### src/rtl/sac_map.svh
// Register map, field positions and timing counts for the SAR converter
// control block. Definitions only; included by the design files.
`ifndef SAC_MAP_SVH
`define SAC_MAP_SVH

// ==========================================================
// Register byte offsets (one 32-bit word each)
`define SAC_OFF_CTL0    8'h00
`define SAC_OFF_CTL1    8'h04
`define SAC_OFF_RESH    8'h08
`define SAC_OFF_RESL    8'h0c
`define SAC_OFF_STAT    8'h10

// ==========================================================
// Field positions
`define SAC_C0_ON       0
`define SAC_C0_GO       1
`define SAC_C0_CHS_LO   2
`define SAC_C0_CHS_HI   5
`define SAC_C0_REF      6
`define SAC_C0_JUST     7
`define SAC_C1_CLK_LO   4
`define SAC_C1_CLK_HI   6
`define SAC_ST_DONE     0

// ==========================================================
// Sequencing counts in bit periods, plus the MSB trial code and the RC clock code
`define SAC_RES_BITS    4'd10
`define SAC_GAP_LAST    2'd1
`define SAC_MSB_TRIAL   10'h200
`define SAC_RC_CODE     2'h3

`endif

### src/rtl/sac_pkg.sv
// Types for the SAR converter control block.
// Assumes the map header supplies all numbers.
package sac_pkg;

	// ==========================================================
	// Sequencer states, one-hot
	typedef enum logic [2:0]
	{
		SAC_IDLE = 3'b001,
		SAC_CONV = 3'b010,
		SAC_GAP  = 3'b100
	} sac_state_t;

	// ==========================================================
	// Whole block state
	typedef struct packed
	{
		sac_state_t  st;
		logic        ack;
		logic [31:0] dat;
		logic        justify;
		logic        ref_ext;
		logic [3:0]  channel_select;
		logic        go;
		logic        on;
		logic [2:0]  clk_sel;
		logic        done;
		logic [9:0]  result;
		logic [9:0]  trial;
		logic [3:0]  bitn;
		logic [5:0]  div;
		logic [1:0]  gap;
		logic        comp_m;
		logic        comp_s;
		logic        rc_m;
		logic        rc_s;
		logic        rc_p;
	} sac_reg_t;

endpackage : sac_pkg

### src/rtl/sac_top.sv
// SAR converter control: register file on classic Wishbone, conversion
// clock selection, 11 bit-period successive approximation sequencer.
// Assumes an analog front end outside: mux, sample-and-hold, DAC and
// comparator; comp_i and rc_clk_i arrive asynchronous to clk_i.
//
// Functional notes
// - Ten-bit SAR result into result registers
// - One channel routed to shared sample-hold
// - channel_select picks the connected input
// - ref_source_select picks supply or external
// - Negative reference always ground
// - Three-bit clock select, seven sources
// - One conversion clock period per bit
// - Conversion spans eleven bit periods
// - Divided sources track system clock
// - RC source gives about 4us period
// - Completion raises interrupt flag
// - Completion flag can wake device
// - Go starts when on, stays high
// - Finish clears go, sets done, stores
// - Abort keeps result, two-period gap
// - result_justify picks right or left
`timescale 1ns/1ps
`include "sac_map.svh"

module sac_top
(
	input  wire logic        clk_i,     // 10 MHz system clock
	input  wire logic        resetn_i,  // Sync reset, active low
	input  wire logic        wb_cyc_i,  // Bus cycle
	input  wire logic        wb_stb_i,  // Strobe
	input  wire logic        wb_we_i,   // Write enable
	input  wire logic [7:0]  wb_adr_i,  // Byte address
	input  wire logic [3:0]  wb_sel_i,  // Byte lanes
	input  wire logic [31:0] wb_dat_i,  // Write data
	output logic      [31:0] wb_dat_o,  // Read data
	output logic             wb_ack_o,  // Acknowledge
	input  wire logic        comp_i,    // Comparator: input >= trial
	input  wire logic        rc_clk_i,  // Dedicated RC oscillator
	output logic      [3:0]  chan_o,    // Mux channel select
	output logic             ref_ext_o, // 1: external positive ref
	output logic             power_o,   // Converter powered
	output logic             hold_o,    // Sample-hold in hold
	output logic      [9:0]  trial_o,   // DAC trial code
	output logic             done_o     // Completion flag, wakes
);
	import sac_pkg::*;

	// ==========================================================
	// State and next state
	sac_reg_t s_q;
	sac_reg_t s_d;

	localparam sac_reg_t SAC_RST = '{st: SAC_IDLE, default: '0};

	logic       rc_mode;
	logic [2:0] expo;
	logic [5:0] lim;
	logic       tick;
	logic       req;
	logic       wr;
	logic       wr_c0;
	logic       wr_c1;
	logic       clr_done;
	logic [9:0] mask;
	logic [9:0] cur;
	logic [7:0] adr;

	// Word-aligned address; the two low bits do not select
	assign adr = {wb_adr_i[7:2], 2'b00};

	// ==========================================================
	// Bit-period tick; divided sources follow clk_i, so a change
	// of system clock rate moves the bit period with it
	assign rc_mode = (s_q.clk_sel[1:0] == `SAC_RC_CODE);
	assign expo    = {s_q.clk_sel[1:0], 1'b0}
	               + {2'b00, s_q.clk_sel[2]} + 3'd1;
	assign lim     = 6'((7'd1 << expo) - 7'd1);
	// RC edge is taken only from the second and third stages
	assign tick    = rc_mode ? (s_q.rc_s & ~s_q.rc_p)
	                         : (s_q.div == lim);

	// ==========================================================
	// Bus decode; writes land on the edge that sees ack high
	assign req      = wb_cyc_i & wb_stb_i;
	assign wr       = req & wb_we_i & s_q.ack & wb_sel_i[0];
	assign wr_c0    = wr & (adr == `SAC_OFF_CTL0);
	assign wr_c1    = wr & (adr == `SAC_OFF_CTL1);
	assign clr_done = wr & (adr == `SAC_OFF_STAT)
	                & wb_dat_i[`SAC_ST_DONE];

	// Trial bit under test, MSB first
	// The comparator reaches comp_s two clocks after a trial change,
	// so the /2 source decides each bit on the previous trial. That
	// bit period is below the minimum anyway; software must not use
	// it for real conversions at this clock rate.
	assign mask = `SAC_MSB_TRIAL >> (s_q.bitn - 4'd1);
	assign cur  = s_q.comp_s ? s_q.trial : (s_q.trial & ~mask);

	// ==========================================================
	// Next-state logic
	always_comb
	begin
		s_d = s_q;

		// Two-stage synchronisers, plus an edge stage for RC
		s_d.comp_m = comp_i;
		s_d.comp_s = s_q.comp_m;
		s_d.rc_m   = rc_clk_i;
		s_d.rc_s   = s_q.rc_m;
		s_d.rc_p   = s_q.rc_s;

		// Divider free-runs during a conversion or gap
		if (tick || s_q.st == SAC_IDLE)
			s_d.div = '0;
		else
			s_d.div = s_q.div + 6'd1;

		// One wait state; ack drops the cycle after it rose
		s_d.ack = req & ~s_q.ack;
		if (req && !s_q.ack)
		begin
			case (adr)
				`SAC_OFF_CTL0:
					s_d.dat = {24'h0, s_q.justify, s_q.ref_ext,
					           s_q.channel_select, s_q.go, s_q.on};
				`SAC_OFF_CTL1:
					s_d.dat = {25'h0, s_q.clk_sel, 4'h0};
				// Justify 1 is right, 0 is left
				`SAC_OFF_RESH:
					s_d.dat = s_q.justify
					        ? {30'h0, s_q.result[9:8]}
					        : {24'h0, s_q.result[9:2]};
				`SAC_OFF_RESL:
					s_d.dat = s_q.justify
					        ? {24'h0, s_q.result[7:0]}
					        : {24'h0, s_q.result[1:0], 6'h0};
				`SAC_OFF_STAT:
					s_d.dat = {31'h0, s_q.done};
				default:
					s_d.dat = 32'h0;
			endcase
		end

		// Configuration fields, writable in any state
		if (wr_c0)
		begin
			s_d.justify = wb_dat_i[`SAC_C0_JUST];
			s_d.ref_ext = wb_dat_i[`SAC_C0_REF];
			s_d.channel_select     = wb_dat_i[`SAC_C0_CHS_HI:`SAC_C0_CHS_LO];
			s_d.on      = wb_dat_i[`SAC_C0_ON];
		end
		if (wr_c1)
			s_d.clk_sel = wb_dat_i[`SAC_C1_CLK_HI:`SAC_C1_CLK_LO];

		// Done is write-one-to-clear; completion wins a tie
		if (clr_done)
			s_d.done = 1'b0;

		// ======================================================
		// Sequencer
		case (s_q.st)
			SAC_IDLE:
			begin
				// Converter must already be on; go with on in the
				// same write is refused
				if (wr_c0 && wb_dat_i[`SAC_C0_GO] && s_q.on)
				begin
					s_d.go    = 1'b1;
					s_d.st    = SAC_CONV;
					s_d.bitn  = 4'd0;
					s_d.trial = 10'h0;
					s_d.div   = '0;
				end
			end
			SAC_CONV:
			begin
				// Go cleared or power off aborts; result kept
				if (!s_d.on || (wr_c0 && !wb_dat_i[`SAC_C0_GO]))
				begin
					s_d.go    = 1'b0;
					s_d.st    = SAC_GAP;
					s_d.gap   = 2'd0;
					s_d.trial = 10'h0;
				end
				else if (tick)
				begin
					if (s_q.bitn == 4'd0)
					begin
						// Setup period ends, MSB trial begins
						s_d.trial = `SAC_MSB_TRIAL;
						s_d.bitn  = 4'd1;
					end
					else if (s_q.bitn == `SAC_RES_BITS)
					begin
						// Eleventh period ends the conversion
						s_d.result = cur;
						s_d.go     = 1'b0;
						s_d.done   = 1'b1;
						s_d.trial  = 10'h0;
						s_d.st     = SAC_IDLE;
					end
					else
					begin
						s_d.trial = cur | (mask >> 1);
						s_d.bitn  = s_q.bitn + 4'd1;
					end
				end
			end
			SAC_GAP:
			begin
				// Two bit periods before acquisition resumes
				if (tick)
				begin
					s_d.gap = s_q.gap + 2'd1;
					if (s_q.gap == `SAC_GAP_LAST)
						s_d.st = SAC_IDLE;
				end
			end
			default:
				s_d.st = SAC_IDLE;
		endcase
	end

	// ==========================================================
	// State register; reset clears all fields and aborts
	always_ff @(posedge clk_i)
	begin
		if (!resetn_i)
			s_q <= SAC_RST;
		else
			s_q <= s_d;
	end

	// ==========================================================
	// Outputs straight from state flops
	// Single mux select feeds one shared sample-hold
	assign chan_o    = s_q.channel_select;
	// Only the positive reference is selectable; the negative one
	// has no control path and stays at ground
	assign ref_ext_o = s_q.ref_ext;
	assign power_o   = s_q.on;
	// One-hot code: bit 1 is the conversion state itself
	assign hold_o    = s_q.st[1];
	assign trial_o   = s_q.trial;
	// Level flag doubles as the wake request
	assign done_o    = s_q.done;
	assign wb_dat_o  = s_q.dat;
	assign wb_ack_o  = s_q.ack;

	// ==========================================================
	// Checks
	logic [3:0] tk_cnt;
	always_ff @(posedge clk_i)
	begin
		if (!resetn_i || s_q.st != SAC_CONV)
			tk_cnt <= 4'd0;
		else if (tick)
			tk_cnt <= tk_cnt + 4'd1;
	end

	function automatic logic go_bit();
		return s_q.go;
	endfunction : go_bit
endmodule : sac_top

### config.mk
export PLATFORM = sky130hd
export DESIGN_NAME = sac_top
export DESIGN_NICKNAME = d
export VERILOG_FILES = /design/src/rtl/sac_pkg.sv /design/src/rtl/sac_top.sv
export VERILOG_INCLUDE_DIRS = /design/src /design/src/rtl
export SDC_FILE = /design/constraint.sdc
export NUM_CORES = 1
export LEC_CHECK = 0
export ABC_AREA = 1
export BUFFER_PORTS_ARGS = -buffer_cell sky130_fd_sc_hd__buf_2
export CAP_MARGIN = 20
export CORE_MARGIN = 2
export CORE_UTILIZATION = 45
export DETAILED_ROUTE_END_ITERATION = 10
export PLACE_DENSITY = 0.71
export SLEW_MARGIN = 25
export SYNTH_ARGS = -nofsm -noshare
export SYNTH_HDL_FRONTEND = slang
export SYNTH_SLANG_ARGS = --single-unit
### constraint.sdc
create_clock -name clk_i -period 3.25 [get_ports clk_i]
set_input_delay 0.1625 -clock clk_i [delete_from_list [all_inputs] [get_ports clk_i]]
set_output_delay 0.1625 -clock clk_i [all_outputs]
set_load 0.1 [all_outputs]
# Word-level counts from Yosys, hierarchy flattened
# Cells that the tools add are included.
[word_totals] out_inout_bits=51 reg_bits=85 elab_cells=124
[classes] add_sub_neg=7 reduce_logical=19 n_mux=38 shifts=2 eq_ne=21 n_bitwise=17
[op_table] operator="11-bit two-way mux" n=4
[op_table] operator="8-bit one-hot mux with 5 select lines" n=1
[op_table] operator="10-bit two-way mux" n=3
[op_table] operator="14-bit one-hot mux with 2 select lines" n=1
[op_table] operator="25-bit two-way mux" n=1
[op_table] operator="3-bit two-way mux" n=7
[op_table] operator="20-bit two-way mux" n=1
[op_table] operator="8-bit two-way mux" n=2
[op_table] operator="5-bit AND reduction" n=3
[op_table] operator="14-bit two-way mux" n=1
[op_table] operator="6-bit by 2-bit == test with 1-bit output, second input constant" n=2
[op_table] operator="6-bit two-way mux" n=2
[op_table] operator="3-bit != test, second input constant" n=4
[op_table] operator="1-bit AND" n=10
[op_table] operator="10-bit AND" n=1
[op_table] operator="2-bit != test, second input constant" n=5
[op_table] operator="10-bit inverter" n=1
[op_table] operator="10-bit by 9-bit bitwise OR with 10-bit output" n=1
[op_table] operator="10-bit by 4-bit >> shifter with 10-bit output, first input constant" n=1
[op_table] operator="3-bit one-hot mux with 3 select lines" n=1
[op_table] operator="8-bit zero test" n=1
[op_table] operator="1-bit two-way mux" n=8
[op_table] operator="4-bit two-way mux" n=2
[op_table] operator="6-bit by 1-bit adder with 6-bit output, second input constant" n=1
[op_table] operator="other kinds (28)" n=40

# Logic depth before layout (Yosys ltp)
[depth] word_depth=12 depth_mapped=17 depth_no_buf=17

# Least setup slack after synthesis
# Ideal clock, no wire load.
[synth_path] kind="register to register" from="register s_q (netlist bit wb_ack_o)" to="register s_q[33] in the netlist's numbering" stages_incl_launch_ff=11 period_less_slack_ps=2335 setup_slack_ps=915 n_path_buf=1 setup_time_ps=115 arrival_time_ps=2220 cell_sequence="dfxtp_1 -> nand2_1 -> nor2_4 -> nand3_4 -> nand2_4 -> nand2_8 -> nor2_8 -> nand2_4 -> buf_6 -> o21ai_1 -> nor2_1"
[synth_via] elab_chain_cells=8 word_cells_on_any_way=9 cone_classes="mux (1); bitwise (4); reduce/logical (4)"
[synth_lines] item="start: declaration" line="sac_top.sv:51" rtl="sac_reg_t s_q;"
[synth_lines] item="start signal: assignment" line="sac_top.sv:230" rtl="s_q <= SAC_RST;"
[synth_lines] item="start signal: assignment" line="sac_top.sv:232" rtl="s_q <= s_d;"
[synth_lines] item="1-bit AND * (2 in a row)" line="sac_top.sv:86" rtl="assign wr = req & wb_we_i & s_q.ack & wb_sel_i[0];"
[synth_lines] item="1-bit AND *" line="sac_top.sv:87" rtl="assign wr_c0 = wr & (adr == `SAC_OFF_CTL0);"
[synth_lines] item="1-bit two-way mux" line="sac_top.sv:146" rtl="if (wr_c0)"
[synth_lines] item="1-bit zero test" line="sac_top.sv:179" rtl="if (!s_d.on || (wr_c0 && !wb_dat_i[`SAC_C0_GO]))"
[synth_lines] item="1-bit logical OR *" line="sac_top.sv:179"
[synth_lines] item="1-bit inverter (no source line) *"
[synth_lines] item="5-bit AND reduction (no source line) *"
# Mark *: on every way between the ends. The rest lies on a longest branch, timed or not.
# A chain may end at the register's enable or synchronous reset.

# Final worst setup path
[layout_path] from="register s_q[13] in the netlist's numbering" to="register s_q[28] in the netlist's numbering"
[layout_via] elab_chain_cells=5 word_cells_on_any_way=9 cone_classes="add/sub (1); eq/ne (1); shift (1); mux (1); bitwise (3); reduce/logical (2)"
[layout_lines] item="4-bit by 1-bit subtractor with 4-bit output" line="sac_top.sv:97" rtl="assign mask = `SAC_MSB_TRIAL >> (s_q.bitn - 4'd1);"
[layout_lines] item="10-bit by 4-bit >> shifter with 10-bit output (no source line)"
[layout_lines] item="10-bit inverter" line="sac_top.sv:98" rtl="assign cur = s_q.comp_s ? s_q.trial : (s_q.trial & ~mask);"
[layout_lines] item="10-bit AND" line="sac_top.sv:98"
[layout_lines] item="10-bit two-way mux" line="sac_top.sv:98"
# Parallel ways exist; a longest one is shown, timed or not.

==> flow_summary.json <==
{
  "drive_above_1_share_pct": 19.3,
  "drt_wl_total_um": 8200,
  "start_util_pct": 46.2,
  "pwr-share-comb_pct": 36.1,
  "setup_total_negative_slack_ps": 0,
  "clock_tree.root_cell": "clkbuf_8",
  "rsz0062_at_grt": "false",
  "placed_cells": 658,
  "die-area_um2": 9190,
  "synth_async_sr_flop_share_pct": 0,
  "syn_area_um2": 3800,
  "outcome": "finished clean",
  "min_path_cells": 3,
  "floorplan.die.width_um": 95.9,
  "timing_worst_setup_path_type": "reg -> reg",
  "slew_headroom_pct": 48.1,
  "reg2reg_to": "s_q[28]$_SDFFE_PN0P_",
  "cts_htree_levels": 3,
  "power_switching_w": 0.00102,
  "synthesis.yosys.warnings": 0,
  "drt_pass1_iterations": 5,
  "synth_edf_count": 0,
  "detailed_place.area_um2": 3870,
  "synth.distinct_cells": 44,
  "total_leakage_power_nw": 1.90,
  "post_route_drc_violation_count": 0,
  "cts.sink_count": 61,
  "worstHoldStart": "wb_dat_i[2]",
  "netlist.area_leader.share_pct": 32.1,
  "worstHoldEndpoint": "chan_o[0]$_SDFFE_PN0N_",
  "post-synth-top-count-cell": "nand2_1",
  "layout.nets": 626,
  "global_route_overflow": 0,
  "grt_pass1_vias": 3061,
  "placementRows": 33,
  "wl_per_cell_um": 12.1,
  "cts.path.max_buffers": 2,
  "leading_register_cell_type_out_of_synthesis": "dfxtp_1",
  "worst_r2r_path_depth": 11,
  "wire_length_of_the_first_global_routing_pass_um": 13500,
  "critical_path.reg2reg.startpoint": "s_q[13]$_SDFFE_PN0P_",
  "initialDrtViolationCount": 183,
  "clock_skew_ps": 5.56,
  "grt_usage_pct": 18.7,
  "io_pins": 102,
  "post-route-min-period_ps": 2320,
  "dp_hpwl_um": 6140,
  "layout.cells.non_filler": 676,
  "fillerInstances": 845,
  "grt_start_max_net_pins": 35,
  "tritoncts": "done",
  "core_um2": 8220,
  "avgViaCountPerCell": 4.91,
  "avg_cell_area_syn_um2": 7.10,
  "critPathCaptureType": "flop",
  "numCtsBuffers": 9,
  "share_seq_of_total_power_pct": 35.1,
  "critPathMaxFanout": 6,
  "synth.yosys.seq_area_share_pct": 32.1,
  "postSynthRegisterBits": 61,
  "drtAntennaViolNets": 0,
  "netlist_top_cells_area": "dfxtp_1 32%, nand2_1 11%, buf_4 9.1%",
  "power_density_nw_per_um2": 585,
  "number_of_hold_slack_violations_in_the_final_timing_report": 0,
  "final.period_utilization_pct": 71.5,
  "arrival_ps": 2560,
  "cts_post_setup_buffers_inserted": 0,
  "worst_skew_pair.late_latency_ps": 340,
  "synth.top_cells.by_count": "109 x nand2_1, 61 x dfxtp_1, 59 x inv_1, 51 x nor2_1, 46 x buf_4",
  "cp_data_required_time_ps": 3490,
  "r2r_slack_ps": 930,
  "worst-slew-pin-transition_ps": 777,
  "worst_ir_drop_vdd_uv": 304,
  "internal-power_w": 0.00137,
  "dieHeight_um": 95.9,
  "synthesized_instance_count": 535,
  "finalSetupViolations": 0,
  "clk_pin_slew_ps": 70,
  "start_kind": "flop",
  "design_area_um2": 4090,
  "slew_viol_final": 0,
  "globalplace.congestion": 0.929,
  "power.switching_fraction_pct": 42.8,
  "drv_cap": 0,
  "synth.largest_area_cell": "dfxtp_1",
  "routed-via-count": 3319,
  "antenna_found_initial": 0,
  "portBuffers": 48,
  "timing.fmax_ghz": 0.431,
  "holdCritPathClass": "in -> reg",
  "p_clk_share_pct": 28.8,
  "antenna-diode-count": 0,
  "layout-area-overhead-vs-synth_pct": 7.64
}
[routing by layer]
layer | vias to the layer above | track usage (%) | wire length, um
met4 | 0 | 6.79 | 174
met3 | 17 | 4.31 | 367
met1 | 1488 | 22.0 | 3730
met2 | 94 | 33.2 | 3930
met5 | - | 0 | 0
li1 | 1720 | - | -
[registers in the layout (all words and copies together), names as in the netlist]
| signal | cells |
|---|---|
| s_q | 31 |
| trial_o | 10 |
| wb_dat_o | 8 |
| chan_o | 4 |
| s_d | 3 |
| done_o | 1 |
| hold_o | 1 |
| power_o | 1 |
| ref_ext_o | 1 |
| wb_ack_o | 1 |
[cells by family (layout without fill, tap and decap cells)]
family          after synthesis  after routing  synth area share, %
xor+xnor                      7              7                 1.81
simple gates                247            247                 32.9
fa+ha+maj                     9              9                 2.96
buf+inv                     122            135                 17.1
compound gates               88             88                 12.9
flops                        61             61                 32.1
other cells                   1             24               0.0987
[layout by cell type (no fill, tap or decap), types with 2 or more instances in the layout]
master         netlist  final
inv_1               59     59
a21oi_2              2      2
conb_1               1     24
buf_2                1     48
a22oi_1              3      3
xor2_1               5      5
dlygate4sd3_1        0      2
clkinvlp_4           0      3
nor2_1              51     51
nor3b_1              2      2
nor2_4               6      6
o21ai_0             31     31
nor3_1               4      4
nand2_2              5      5
nor2_8               2      2
dfxtp_1             61     61
nand4_1             12     12
nand3_2              4      4
clkinv_1             2      2
o221ai_1             2      2
nand3_1             37     37
inv_2                7      7
nand2_1            109    109
a21oi_1             37     37
clkbuf_8             0     10
o21ai_2              3      3
nand2_4              6      6
a31oi_1              4      4
ha_1                 9      9
clkinv_2             0      2
o21ai_1              4      4
[per-stage QoR]
stage / power [W] / worst slack, ps / util (%) / hold WS, ps
2_1_floorplan: 0.00158 / 915 / - / 260
3_5_place_dp: 0.00171 / 977 / 47.1 / 347
6_report: 0.00239 / 928 / 49.8 / 61.8
3_3_place_gp: 0.00169 / 988 / 47.1 / 350
4_1_cts: 0.00240 / 945 / 49.8 / 56.2
5_1_grt: 0.00255 / 711 / 49.8 / 74.3
[power groups by stage]
stage	Combinational (W)	Clock, W	Sequential (W)
6_report	0.000864	0.000689	0.000840
2_1_floorplan	0.000703	0	0.000874
3_5_place_dp	0.000850	0	0.000857
5_1_grt	0.000958	0.000741	0.000848
3_3_place_gp	0.000841	0	0.000853
4_1_cts	0.000857	0.000704	0.000840
[worst max path at each step]
stage	startpoint	end	slack (ps)	depth (start not counted)
after CTS	s_q[13]$_SDFFE_PN0P_	s_q[28]$_SDFFE_PN0P_	940	11
after detailed placement	s_q[13]$_SDFFE_PN0P_	s_q[28]$_SDFFE_PN0P_	980	11
after floorplan	wb_ack_o$_SDFF_PN0_	s_q[33]$_SDFFE_PN0P_	910	10
after global routing	s_q[13]$_SDFFE_PN0P_	trial_o[1]$_SDFFE_PN0P_	710	11
after global placement	s_q[13]$_SDFFE_PN0P_	trial_o[1]$_SDFFE_PN0P_	990	11
final	s_q[13]$_SDFFE_PN0P_	s_q[28]$_SDFFE_PN0P_	930	11
[layout make-up]
cell class,instances,area (um2),share of cell area (%)
clock buffers,10,138,3.37
clock inverters,6,62.6,1.53
inverters,69,262,6.40
multi-input cells,375,2010,49.3
flip-flops and latches,61,1220,29.9
well taps,105,131,3.21
repair buffers,50,260,6.36
[worst max-delay path, cell delays in order (launching register included)]
cell and delay (ps):
dfxtp_1 410, inv_1 160, ha_1 240, or2_2 280, nand2_2 140, inv_1 70, nor2_1 210, nand2_1 110
o21ai_0 310, inv_1 100, o21ai_2 160, a21oi_2 40
[what timing repair did]
item                                   in CTS  in global routing
setup endpoints to repair                   0                  0
resized for setup                           0                  0
hold buffers                                2                  0
endpoints found under the hold margin       2                  0
Note: power is estimated with default switching activity, not from simulation.
